==> src/logic/sdw_defines.vh <==
// constants for the dual communication watchdog block
// assumes a 20 MHz core clock and 16-bit register access by the slave controller core
`ifndef SDW_DEFINES_VH
`define SDW_DEFINES_VH

`define SDW_ADDR_MULT        16'h0400
`define SDW_ADDR_LOCAL_CNT   16'h0410
`define SDW_ADDR_MASTER_CNT  16'h0420
`define SDW_ADDR_STATUS      16'h0440

`define SDW_MULT_RESET       16'h09c2
`define SDW_MASTER_RESET     16'h03e8
`define SDW_LOCAL_RESET      16'h03e8

`define SDW_STAT_MASTER_BIT  0
`define SDW_STAT_LOCAL_BIT   1

// base tick is 40 ns, made from the 20 MHz core clock by a phase accumulator
`define SDW_BASE_TICK_NS     7'h28
`define SDW_TWO_TICK_NS      7'h50
`define SDW_CORE_PERIOD_NS   7'h32
// accumulator adds the core period and wraps at the base tick
`define SDW_ACC_W            7

`endif

==> src/logic/sdw_watchdog.v <==
// dual communication watchdog: master traffic and local process interface
// assumes register strobes and traffic events are one-cycle pulses on core_clk
// the 50 ns core period advances a 40 ns base time by one or two base ticks per cycle
// both watchdogs share the prescaler but reload and trip independently
// a multiplier or count written mid-run takes effect at the next tick or restart
// Behaviour
// (RULE1) two independent watchdogs, one per traffic source, each defaulting to 100 ms.
// (RULE2) one multiplier register sets the tick prescale of both watchdogs.
// (RULE3) master traffic count sits at 420h and local interface count at 410h.
// (RULE4) a watchdog tick is multiplier plus two base ticks of 40 ns; timeout is tick times count.
// (RULE5) reset values are multiplier 2498 and master count 1000, giving 100 ms.
// (RULE6) each completed process data exchange with the master restarts its countdown.
// (RULE7) the master watchdog trips when enabled and no exchange occurs within the timeout.
// (RULE8) tripping the master watchdog leaves the operating state untouched.
// (RULE9) a tripped master watchdog stays tripped until the next successful exchange.
// (RULE10) the local watchdog trips when enabled and the local interface is idle past its timeout.
// (RULE11) a tripped watchdog drives the outputs to the preset safe state.
// (RULE12) a master count of zero disables that watchdog and never forces the safe state.
// (RULE13) the master writes these settings at startup only when their download is enabled.
// (RULE14) without a download the register contents stay as they were.
// (RULE15) the multiplier and both counts read back from register space.
// (RULE16) the timeout reaches about 170 seconds with the full 16-bit settings.
// (RULE17) each watchdog has a readable expired flag cleared by its own restart event.
`timescale 1ns/1ns
`default_nettype none
`include "sdw_defines.vh"

module sdw_watchdog (
    input  wire        core_clk,
    input  wire        rst,
    input  wire        reg_wr,
    input  wire        reg_rd,
    input  wire [15:0] reg_addr,
    input  wire [15:0] reg_wdata,
    output reg  [15:0] reg_rdata,
    input  wire        master_pd_done,
    input  wire        local_access,
    input  wire [7:0]  app_out,
    input  wire [7:0]  safe_value,
    input  wire [2:0]  op_state_in,
    output reg  [2:0]  op_state_out,
    output reg  [7:0]  out_drive,
    output reg         master_expired,
    output reg         local_expired
);

    // configuration registers
    reg  [15:0]              mult;
    reg  [15:0]              master_count;
    reg  [15:0]              local_count;
    reg  [15:0]              next_mult;
    reg  [15:0]              next_master_count;
    reg  [15:0]              next_local_count;
    reg  [15:0]              next_reg_rdata;
    wire                     hit_mult;
    wire                     hit_master;
    wire                     hit_local;
    wire                     hit_status;

    // base time accumulator and shared prescale
    reg  [`SDW_ACC_W-1:0]    base_acc;
    reg  [1:0]               base_step;
    reg  [16:0]              pre_cnt;
    reg                      wd_tick;
    reg  [`SDW_ACC_W-1:0]    next_base_acc;
    reg  [1:0]               next_base_step;
    reg  [16:0]              next_pre_cnt;
    reg                      next_wd_tick;
    wire [`SDW_ACC_W-1:0]    acc_sum;
    wire [16:0]              pre_sum;
    wire [16:0]              tick_len;

    // watchdog countdowns
    reg  [15:0]              master_left;
    reg  [15:0]              local_left;
    reg  [15:0]              next_master_left;
    reg  [15:0]              next_local_left;
    reg                      next_master_expired;
    reg                      next_local_expired;
    wire                     master_en;
    wire                     local_en;
    wire                     master_restart;
    wire                     local_restart;

    // output stage
    reg  [7:0]               next_out_drive;
    wire                     any_expired;

    function sel;
        input [15:0] a;
        input [15:0] b;
        begin
            sel = (a == b);
        end
    endfunction

    // one countdown step: bit 16 is the next expired flag, bits 15:0 the next count
    function [16:0] wd_step;
        input        restart;
        input        tick;
        input        expired;
        input [15:0] left;
        input [15:0] reload;
        begin
            // restart wins over a trip in the same cycle
            if (restart)
                wd_step = {1'b0, reload};
            // (RULE9) tripped state holds
            else if (!tick || expired)
                wd_step = {expired, left};
            else if (left == 16'h0000)
                wd_step = {1'b1, 16'h0000};
            else
                wd_step = {1'b0, left - 16'h0001};
        end
    endfunction

    // address decode
    assign hit_mult   = sel(reg_addr, `SDW_ADDR_MULT);
    // (RULE3) separate count registers
    assign hit_master = sel(reg_addr, `SDW_ADDR_MASTER_CNT);
    assign hit_local  = sel(reg_addr, `SDW_ADDR_LOCAL_CNT);
    assign hit_status = sel(reg_addr, `SDW_ADDR_STATUS);

    // (RULE2) shared prescale
    assign tick_len = {1'b0, mult} + 17'h0_0002;
    // (RULE4) 40 ns base time
    assign acc_sum  = base_acc + `SDW_CORE_PERIOD_NS;
    assign pre_sum  = pre_cnt + {15'h0000, base_step};
    // (RULE12) zero count disables
    assign master_en = (master_count != 16'h0000);
    assign local_en  = (local_count != 16'h0000);
    // (RULE6) restart on exchange
    assign master_restart = master_pd_done || !master_en;
    // (RULE17) own restart clears
    assign local_restart  = local_access || !local_en;
    assign any_expired    = master_expired || local_expired;

    // (RULE14) untouched unless written
    always @*
    begin
        next_mult         = mult;
        next_master_count = master_count;
        next_local_count  = local_count;
        if (reg_wr && hit_mult)
            next_mult = reg_wdata;
        if (reg_wr && hit_master)
            next_master_count = reg_wdata;
        if (reg_wr && hit_local)
            next_local_count = reg_wdata;
    end

    always @(posedge core_clk or posedge rst)
    begin
        if (rst)
        begin
            // (RULE5) default settings
            mult         <= `SDW_MULT_RESET;
            master_count <= `SDW_MASTER_RESET;
            // (RULE1) local default 100 ms
            local_count  <= `SDW_LOCAL_RESET;
        end
        else
        begin
            mult         <= next_mult;
            master_count <= next_master_count;
            local_count  <= next_local_count;
        end
    end

    // (RULE15) read back, unmapped reads zero
    always @*
    begin
        next_reg_rdata = reg_rdata;
        if (reg_rd)
        begin
            next_reg_rdata = 16'h0000;
            if (hit_mult)
                next_reg_rdata = mult;
            if (hit_master)
                next_reg_rdata = master_count;
            if (hit_local)
                next_reg_rdata = local_count;
            // (RULE17) expired flags readable
            if (hit_status)
                next_reg_rdata = {14'h0000, local_expired, master_expired};
        end
    end

    always @(posedge core_clk or posedge rst)
    begin
        if (rst)
            reg_rdata <= 16'h0000;
        else
            reg_rdata <= next_reg_rdata;
    end

    // (RULE4) base ticks and prescale
    always @*
    begin
        next_base_acc  = acc_sum - `SDW_BASE_TICK_NS;
        next_base_step = 2'h1;
        if (acc_sum >= `SDW_TWO_TICK_NS)
        begin
            next_base_acc  = acc_sum - `SDW_TWO_TICK_NS;
            next_base_step = 2'h2;
        end
        next_pre_cnt = pre_sum;
        next_wd_tick = 1'b0;
        if (pre_sum >= tick_len)
        begin
            next_wd_tick = 1'b1;
            next_pre_cnt = pre_sum - tick_len;
            // a shortened multiplier must not release a burst of ticks
            if (next_pre_cnt >= tick_len)
                next_pre_cnt = 17'h0_0000;
        end
    end

    always @(posedge core_clk or posedge rst)
    begin
        if (rst)
        begin
            base_acc  <= {`SDW_ACC_W{1'b0}};
            base_step <= 2'h0;
            pre_cnt   <= 17'h0_0000;
            wd_tick   <= 1'b0;
        end
        else
        begin
            base_acc  <= next_base_acc;
            base_step <= next_base_step;
            pre_cnt   <= next_pre_cnt;
            wd_tick   <= next_wd_tick;
        end
    end

    // (RULE7) trip past timeout
    always @*
    begin
        {next_master_expired, next_master_left} =
            wd_step(master_restart, wd_tick, master_expired, master_left, master_count);
    end

    // (RULE10) local idle timeout
    always @*
    begin
        {next_local_expired, next_local_left} =
            wd_step(local_restart, wd_tick, local_expired, local_left, local_count);
    end

    // (RULE16) 16-bit counts, ~170 s
    always @(posedge core_clk or posedge rst)
    begin
        if (rst)
        begin
            master_left    <= `SDW_MASTER_RESET;
            master_expired <= 1'b0;
        end
        else
        begin
            master_left    <= next_master_left;
            master_expired <= next_master_expired;
        end
    end

    // local countdown registers
    always @(posedge core_clk or posedge rst)
    begin
        if (rst)
        begin
            local_left    <= `SDW_LOCAL_RESET;
            local_expired <= 1'b0;
        end
        else
        begin
            local_left    <= next_local_left;
            local_expired <= next_local_expired;
        end
    end

    // (RULE11) safe state on expiry
    always @*
    begin
        next_out_drive = app_out;
        if (any_expired)
            next_out_drive = safe_value;
    end

    // output drive register
    always @(posedge core_clk or posedge rst)
    begin
        if (rst)
            out_drive <= 8'h00;
        else
            out_drive <= next_out_drive;
    end

    // (RULE8) state unaffected
    always @(posedge core_clk or posedge rst)
    begin
        if (rst)
            op_state_out <= 3'h0;
        else
            op_state_out <= op_state_in;
    end

endmodule // sdw_watchdog
`default_nettype wire
==> config.mk <==
export PLATFORM = sky130hd
export DESIGN_NAME = sdw_watchdog
export DESIGN_NICKNAME = d
export VERILOG_FILES = /design/src/logic/sdw_watchdog.v
export VERILOG_INCLUDE_DIRS = /design/src /design/src/logic
export SDC_FILE = /design/constraint.sdc
export NUM_CORES = 1
export LEC_CHECK = 0
export BUFFER_PORTS_ARGS = -buffer_cell sky130_fd_sc_hd__buf_2
export CAP_MARGIN = 20
export CORE_UTILIZATION = 40
export CTS_BUF_LIST = sky130_fd_sc_hd__clkbuf_4
export CTS_CLUSTER_DIAMETER = 30
export DETAILED_ROUTE_END_ITERATION = 6
export GPL_ROUTABILITY_DRIVEN = 0
export REMOVE_ABC_BUFFERS = 1
export SKIP_LAST_GASP = 1
export SYNTH_ARGS = -nofsm -noshare
export SYNTH_HDL_FRONTEND = slang
export SYNTH_SLANG_ARGS = --single-unit
==> constraint.sdc <==
create_clock -name core_clk -period 6.5 [get_ports core_clk]
set_clock_uncertainty 0.15 [all_clocks]
set_input_delay 0.325 -clock core_clk [delete_from_list [all_inputs] [get_ports core_clk]]
set_output_delay 0.325 -clock core_clk [all_outputs]
set_load 0.005 [all_outputs]
### Word-level counts from Yosys, hierarchy flattened

Index checks and enable logic that the tools add are counted.

| word-level totals | value |
|---|---|
| register bits | 136 |
| output and inout port bits | 29 |
| word-level logic and storage cells | 62 |

| cells by class | value |
|---|---|
| $add $sub $neg | 8 |
| order comparisons | 3 |
| mux-type cells | 16 |
| equal/unequal tests | 6 |
| reductions and logical operators | 15 |

Operators with widths:

| kind | number |
|---|---|
| 17-bit two-way mux | 8 |
| 16-bit by 11-bit equality test with 1-bit output, second input constant | 4 |
| 16-bit two-way mux | 4 |
| 17-bit greater-or-equal comparator | 2 |
| 16-bit zero test | 2 |
| 16-bit nonzero test | 2 |
| 16-bit by 1-bit subtractor with 16-bit output, second input constant | 2 |
| 16-bit by 2-bit adder with 17-bit output, second input constant | 1 |
| 17-bit by 2-bit adder with 17-bit output | 1 |
| 17-bit subtractor | 1 |
| 8-bit two-way mux | 1 |
| 7-bit by 6-bit adder with 7-bit output, second input constant | 1 |
| 7-bit greater-or-equal comparator, second input constant | 1 |
| 7-bit two-way mux | 1 |
| 7-bit by 6-bit subtractor with 7-bit output, second input constant | 1 |
| 7-bit subtractor, second input constant | 1 |
| 1-bit logical OR | 5 |
| 2-bit != test, second input constant | 2 |
| 1-bit logical AND | 3 |
| 1-bit zero test | 3 |
| 2-bit two-way mux | 1 |
| 1-bit two-way mux | 1 |

### Depth between registers and ports, before layout

Gate-level depths: netlist (run 1).

| logic depth | value |
|---|---|
| depth after elaboration | 5 |
| mapped depth | 23 |
| depth with buffers taken out | 22 |

### Worst setup path after synthesis (run 1)

No wires, ideal clock.

| timing | value |
|---|---|
| path type | register to register |
| start | register base_step[0] |
| end | register pre_cnt[15] |
| arrival time | 4620 ps |
| period minus slack after synthesis | 4870 ps |
| buffers on the path | 1 |
| data required time | 6249 ps |
| setup time | 101 ps |
| stages on the path, launching flop included | 22 |
| path slack | 1630 ps |
| cells stage by stage | dfrtp_1 -> ha_1 -> fa_1 -> xor2_1 -> ha_1 -> nand3b_1 -> a211oi_1 -> mux2i_1 -> a21oi_2 -> nor2_1 -> o31a_1 -> o211ai_1 -> and4_1 -> nor2_1 -> ha_1 -> a21o_1 -> a21oi_1 -> o21ai_0 -> a21oi_1 -> clkbuf_1 -> nand2_1 -> o32ai_1 |

| between the ends | value |
|---|---|
| cells in the longest elaborated chain, start to end | 5 |

RTL lines:

| what | RTL line | RTL |
|---|---|---|
| start, declared | sdw_watchdog.v:62 | `reg [1:0] base_step;` |
| start signal, assigned | sdw_watchdog.v:232 | `base_step <= next_base_step;` |
| 17-bit by 2-bit adder with 17-bit output (*) | sdw_watchdog.v:129 | `assign pre_sum = pre_cnt + {15'h0000, base_step};` |
| 17-bit subtractor | sdw_watchdog.v:213 | `next_pre_cnt = pre_sum - tick_len;` |
| 17-bit greater-or-equal comparator | sdw_watchdog.v:215 | `if (next_pre_cnt >= tick_len)` |
| 17-bit two-way mux | sdw_watchdog.v:215 |  |
| 17-bit two-way mux (*) | sdw_watchdog.v:210 | `if (pre_sum >= tick_len)` |
| via next_pre_cnt[15] | sdw_watchdog.v:67 | `reg [16:0] next_pre_cnt;` |
| end signal, assigned | sdw_watchdog.v:233 | `pre_cnt <= next_pre_cnt;` |
| end, declared | sdw_watchdog.v:63 | `reg [16:0] pre_cnt;` |

Mark *: on every way through the listed nets, which the timed path passes. The rest lies on a longest branch.
A chain may end at the register's enable or synchronous reset.

### Worst setup path in the final report (run 1)

| timing | value |
|---|---|
| start | register base_step[1] |
| end | register pre_cnt[14] |

The elaborated chain is that of the path after synthesis.

==> impl_metrics.toml, run 1 <==
[min_path]
holdPathEnd = "reg_rdata[1]$_DFFE_PP0P_"
worstHoldStart = "reg_addr[13]"
min_path_type = "in -> reg"
hold_depth = 5

[synth]
syn_area_per_cell_um2 = 9.75
synth_compound_area_frac = 0.137
ys_seq_area_frac = 0.403
synth_area_um2 = 8470
synth.top_cell.area_share = 0.313
synth_async_sr_flop_share = 1.00
synth.largest_area_cell = "dfrtp_1"
synthDistinctLibCells = 76
synth.area.top_cells = "dfrtp_1, dfstp_2, mux2_2"
synth_edf_count = 0
synthCells = 868
yosysWarnings = 0
yosys.area_share.simple = 0.177
synthMuxAreaShare = 0.127
synth_xor_area_frac = 0.0495
synth_adder_area_share = 0.0724
yosys_register_bits = 135
synth_top_family_by_area = "simple AND/OR/NAND/NOR gates"
synth-main-ff-cell = "dfrtp_1"

[setup_path]
cp-end-kind = "flop"
r2r_end = "pre_cnt[14]$_DFF_PP0_"
r2r-start = "base_step[1]$_DFF_PP0_"
path_max_fanout = 19
reg2regPathDepth = 23
critPathLaunchType = "flop"
cp_slowest_cell = "a21oi_1"
max_stage_delay_ns = 0.45
path_class = "reg -> reg"
required_ns = 6.84
arrival_ns = 5.50
worstPathCellList = "ha_1 > a21oi_1 > nor2_1 > xor2_1 > ha_1 > nand2_1 > a211oi_1 > mux2i_1 > a21oi_2 > nor2_1 > o31a_1 > o211ai_1 > and4_1 > nor2_1 > ha_1 > a21o_1 > a21oi_1 > o21ai_0 > a21oi_1 > buf_4 > nand2_1 > mux2i_1 > mux2_4"
r2r_slack_ns = 1.34

[power_and_ir_drop]
pwr-share-comb = 0.520
vdd_drop_max_mv = 0.199
leakagePower_nw = 4.54
pwr-share-seq = 0.277
power_frac_clock = 0.203
powerDensity_nw_per_um2 = 341
switching_share = 0.396
p_int_mw = 2.04
switching_power_mw = 1.34

[finish]
final_cells = 1277
drive_gt1_frac = 0.238
num-fill-cells = 1937
final_nets = 1096
seqCellArea_um2 = 3410
layout_commonest_cell = "dfrtp_1"
multi_input_area_um2 = 4770
post-route-util = 0.484
final_cell_mix = "dfrtp_1, buf_2, nand2_1"
areaGrowthSynthToFinish_pct = 17.2

[clock_tree]
clk_latency_ns = 0.55
cts_buffers = 17
cts_htree_levels = 4
clockBufferDepth = 2
cts_root_buffer = "clkbuf_4"
post_cts_buffers = 0
cts_sinks = 135
clkSlewWorstSetupHoldPaths_ns = 0.13
cts_tree = "yes"

[placement]
dp_hpwl_um = 15900
io_buffers = 85
placedCellCount = 1204

[detailed_routing]
vias = 6986
drt_iter0_drc = 339
wl_per_cell_um = 17.2
first_pass_iters = 6
wl_um = 22000
drtAntennaViolNets = 0
drc_errors = 0
viasPerCell = 5.47

[sta]
finalHoldViolations = 0
fmax_ghz = 0.194
fin_hold_ws_ns = 0.0869
setup_violations = 0
finalCritPeriodShare = 0.793
rsz0062_at_grt = "no"
slew_violations = 0
relSlewSlack = 0.365
setup_tns_ns = 0
fin_crit_ns = 5.16
worst_pin_slew_ns = 0.952

[global_route]
grt_start_max_net_pins = 72
grt_pass1_vias = 7098
grt-ovfl-total = 0
grt_util_all_layers = 0.215
antenna_found_initial = 2
grt_first_pass_wirelength_um = 36500

[die]
core_um2 = 20500
die_w_um = 147
die-area_um2 = 21800
boundaryPins = 86
placementRows = 52
initial_core_util = 0.413
die_height_um = 147

[flow_run]
maxCapViolCount = 0

[run_status]
run_status = "completed"
## per-layer routing
metal,part of all wire,vias to the layer above,track usage
met4,0.023,0,0.0716
met2,0.47,181,0.351
met3,0.044,35,0.0457
met1,0.46,3386,0.283
met5,0,-,0
li1,-,3384,-
## area by class of cell
| cell class | instances | area share |
|---|---|---|
| multi-input combinational | 661 | 0.481 |
| tap | 270 | 0.0341 |
| timing repair buffer | 131 | 0.0875 |
| antenna | 2 | 0.000505 |
| clock buffer | 19 | 0.0144 |
| clock inverter | 13 | 0.0208 |
| sequential | 135 | 0.344 |
| inverter | 46 | 0.0179 |
## through the flow
stage	setup slack [ns]	cell area [um^2]	power [mW]
6_report	1.34	9920	3.38
4_1_cts	1.35	9910	3.39
2_1_floorplan	1.55	8350	2.28
3_3_place_gp	1.55	9180	2.66
5_1_grt	0.692	9920	3.67
3_5_place_dp	1.43	9180	2.67
## critical path: cells and delay by family (launching register included)
family                   cells  cell delay (ns)
AO/OA/AOI/OAI                9             1.95
XOR/XNOR                     1             0.18
adder cells (fa/ha/maj)      3             0.98
buffers and inverters        1             0.24
flip-flops                   1             0.43
multiplexers                 3             0.44
AND/OR/NAND/NOR              6             0.74
## worst max path at each step
stage | startpoint | depth (start not counted) | to | slack (ns)
after floorplan | base_step[0]$_DFF_PP0_ | 21 | pre_cnt[14]$_DFF_PP0_ | 1.55
after global placement | base_step[1]$_DFF_PP0_ | 22 | pre_cnt[16]$_DFF_PP0_ | 1.55
after detailed placement | base_step[1]$_DFF_PP0_ | 23 | pre_cnt[14]$_DFF_PP0_ | 1.43
after CTS | base_step[1]$_DFF_PP0_ | 23 | pre_cnt[14]$_DFF_PP0_ | 1.35
after global routing | base_step[1]$_DFF_PP0_ | 23 | pre_cnt[14]$_DFF_PP0_ | 0.69
final | base_step[1]$_DFF_PP0_ | 23 | pre_cnt[14]$_DFF_PP0_ | 1.34
## synthesized netlist by cell type (5+ instances only)
cell type	instances
nor3b_1	5
and3_1	8
clkbuf_1	21
xor2_1	21
nor3_1	24
o22ai_1	15
nor2_1	62
ha_1	45
dfrtp_1	106
or3_1	13
xnor2_1	25
nor2b_1	9
nand2b_1	12
mux2_2	57
or4_1	6
inv_1	45
a211oi_1	5
nand2_1	72
dfstp_2	29
nand4_1	6
nand3_1	18
nor4_1	20
a21oi_1	64
mux2i_1	31
a31oi_1	9
o211ai_1	5
and2_1	9
mux2_4	8
a21o_1	10
o21ai_0	37
## registers in the layout (all words and copies together) (netlist names)
register / cells
op_state_out: 3
mult: 16
out_drive: 8
local_expired: 1
master_left: 16
local_count: 16
base_step: 2
pre_cnt: 17
wd_tick: 1
local_left: 16
base_acc: 6
master_count: 16
master_expired: 1
reg_rdata: 16
## what timing repair did
item | in CTS | in global routing
hold buffers | 39 | 0
resized for setup | 0 | 0
hold endpoints to repair | 121 | 0
## logic make-up after synthesis
group / Yosys count
DFF: 135
buffers and inverters: 72
and+or+nand+nor: 289
AOI/OAI and AO/OA: 181
muxes: 96
xor gates and xnor gates: 47
adders and majority gates: 48
## power by group through the flow
| stage | Clock (mW) | Sequential [mW] | Combinational (mW) |
|---|---|---|---|
| 4_1_cts | 0.701 | 0.937 | 1.75 |
| 5_1_grt | 0.740 | 0.944 | 1.98 |
| 2_1_floorplan | 0 | 0.940 | 1.34 |
| 3_5_place_dp | 0 | 0.952 | 1.72 |
| 6_report | 0.685 | 0.937 | 1.76 |
| 3_3_place_gp | 0 | 0.950 | 1.71 |
Power figures use the tool's default switching activity.
==> run 2, diff against run 1 <==
==> constraint.sdc (replaced) <==
create_clock -name core_clk -period 4.25 [get_ports core_clk]
set_clock_uncertainty 0.15 [all_clocks]
set_input_delay 0.2125 -clock core_clk [delete_from_list [all_inputs] [get_ports core_clk]]
set_output_delay 0.2125 -clock core_clk [all_outputs]
set_load 0.005 [all_outputs]
==> impl_metrics.toml, run 2 (synthesis results as in run 1) <==
[run_status]
run_status = "complete, but fails checks"
violations = "setup timing"

[finish]
final_nets = 1217
areaGrowthSynthToFinish_pct = 28.5
final_cell_mix = "buf_4, dfrtp_1, buf_2"
regMostFlops = "pre_cnt"
layout_commonest_cell = "buf_4"
largest_register_ffs = 17
fin_area_um2 = 10900
drive_gt1_frac = 0.336
num-fill-cells = 1887
final_cells = 1397

[setup_path]
path_buf_inv = 2
required_ns = 4.54
path_max_fanout = 7
cp-end-kind = "flop"
critPathLaunchType = "flop"
reg2regPathDepth = 20
cp_slowest_cell = "or3_1"
arrival_ns = 4.96
r2r_slack_ns = -0.42
critical_path.top_delay_family = "adder cells"
r2r-start = "pre_cnt[0]$_DFF_PP0_"
r2r_end = "pre_cnt[4]$_DFF_PP0_"
worstPathCellList = "ha_2 > fa_2 > xor2_2 > ha_4 > nand3b_1 > a211oi_2 > mux2i_1 > a21oi_2 > a41oi_2 > buf_4 > o311a_1 > or3_1 > ha_4 > a21o_1 > a21oi_1 > o21ai_1 > a21oi_2 > buf_4 > and2_1 > mux2_4"
max_stage_delay_ns = 0.44
path_class = "reg -> reg"

[clock_tree]
cts_tree = "yes"
clockBufferDepth = 2
clkSlewWorstSetupHoldPaths_ns = 0.13
cts_buffers = 17
cts_htree_levels = 4
cts_sinks = 135
cts_root_buffer = "clkbuf_4"
clk_latency_ns = 0.55

[sta]
worst_pin_slew_ns = 0.891
fmax_ghz = 0.214
finalHoldViolations = 0
finalCritPeriodShare = 1.10
fin_crit_ns = 4.67
slew_violations = 0
relSlewSlack = 0.406
layout_setup_ws_ns = -0.420
setup_violations = 17
rsz0062_at_grt = "yes"

[min_path]
min_path_type = "in -> async"

[flow_run]
maxCapViolCount = 0

[die]
die-area_um2 = 21800
core_um2 = 20500
die_height_um = 147
placementRows = 52
boundaryPins = 86
initial_core_util = 0.413
die_w_um = 147

[detailed_routing]
vias = 7408
wl_per_cell_um = 16.3
viasPerCell = 5.30
drc_errors = 0
wl_um = 22800
drt_iter0_drc = 356
first_pass_iters = 5
drtAntennaViolNets = 0

[power_and_ir_drop]
powerDensity_nw_per_um2 = 548
vdd_drop_max_mv = 0.283
switching_share = 0.385
p_int_mw = 3.67
pwr-share-seq = 0.239
power_frac_clock = 0.148
switching_power_mw = 2.29
leakagePower_nw = 5.13
pwr-share-comb = 0.613

[global_route]
grt_first_pass_wirelength_um = 37800
antenna_found_initial = 0
grt_util_all_layers = 0.221
grt-ovfl-total = 0
grt_pass1_vias = 7487
grt_start_max_net_pins = 52

[placement]
placed_cell_area_um2 = 10000
io_buffers = 85
placedCellCount = 1313
dp_hpwl_um = 16700
-- run 2: worst max-delay path by stage --
stage | start | cells past startpoint | endpoint | slack [ns]
6_report | pre_cnt[0]$_DFF_PP0_ | 20 | pre_cnt[4]$_DFF_PP0_ | -0.42
5_1_grt | pre_cnt[0]$_DFF_PP0_ | 23 | pre_cnt[14]$_DFF_PP0_ | -0.75
4_1_cts | pre_cnt[0]$_DFF_PP0_ | 22 | pre_cnt[16]$_DFF_PP0_ | -0.44
3_5_place_dp | base_step[0]$_DFF_PP0_ | 22 | pre_cnt[0]$_DFF_PP0_ | -0.60
3_3_place_gp | base_step[0]$_DFF_PP0_ | 22 | pre_cnt[1]$_DFF_PP0_ | -0.42
2_1_floorplan | base_step[0]$_DFF_PP0_ | 21 | pre_cnt[14]$_DFF_PP0_ | -0.70
-- run 2: area by class of cell --
cell class / count / area [um^2] / area share
inverters: 46 / 178 / 0.0163
clock inverters: 12 / 128 / 0.0117
multi-input cells: 661 / 4870 / 0.447
clock buffers: 20 / 150 / 0.0138
diodes: 1 / 2.50 / 0.000230
repair buffers: 252 / 1800 / 0.166
well taps: 270 / 338 / 0.0311
flip-flops and latches: 135 / 3410 / 0.314
-- run 2: power by group through the flow --
| stage | Clock, mW | Sequential (mW) | Combinational (mW) |
|---|---|---|---|
| 6_report | 0.880 | 1.43 | 3.65 |
| 5_1_grt | 0.960 | 1.44 | 4.04 |
| 4_1_cts | 0.907 | 1.43 | 3.59 |
| 3_5_place_dp | 0 | 1.45 | 3.24 |
| 3_3_place_gp | 0 | 1.45 | 3.20 |
| 2_1_floorplan | 0 | 1.44 | 2.04 |
-- run 2: stage by stage --
step / setup TNS, ns / utilization / worst slack [ns] / total power, mW / hold WS (ns)
after CTS: -6.82 / 0.528 / -0.438 / 5.92 / 0.00651
after floorplan: -10.51 / - / -0.699 / 3.48 / 0.0939
final: -6.53 / 0.531 / -0.420 / 5.96 / 0.0564
after global routing: -12.11 / 0.531 / -0.753 / 6.44 / 0.0487
after detailed placement: -9.13 / 0.488 / -0.596 / 4.69 / 0.107
after global placement: -6.32 / 0.488 / -0.423 / 4.65 / 0.0978
-- run 2: layer usage --
layer	wire (um)	track usage	vias to the layer above
met5	0	0	-
met4	410	0.0670	0
met3	913	0.0352	25
met2	11000	0.372	195
met1	10500	0.292	3555
li1	-	-	3633
-- run 2: timing repair --
item	CTS	global route
setup buffers	6	3
hold buffers	41	0
endpoints found under the hold margin	133	0
pin swaps	22	6
resized for setup	22	4
endpoints found under the setup margin	17	17
cloned	1	0
-- run 2: worst reg2reg max path: cells and delay by family (launching register included) --
family | cells | cell delay, ns
adders and majority gates | 4 | 1.20
buffers and inverters | 2 | 0.36
and+or+nand+nor | 3 | 0.76
DFF | 1 | 0.39
muxes | 2 | 0.38
xor gates and xnor gates | 1 | 0.19
AOI/OAI and AO/OA | 8 | 1.14
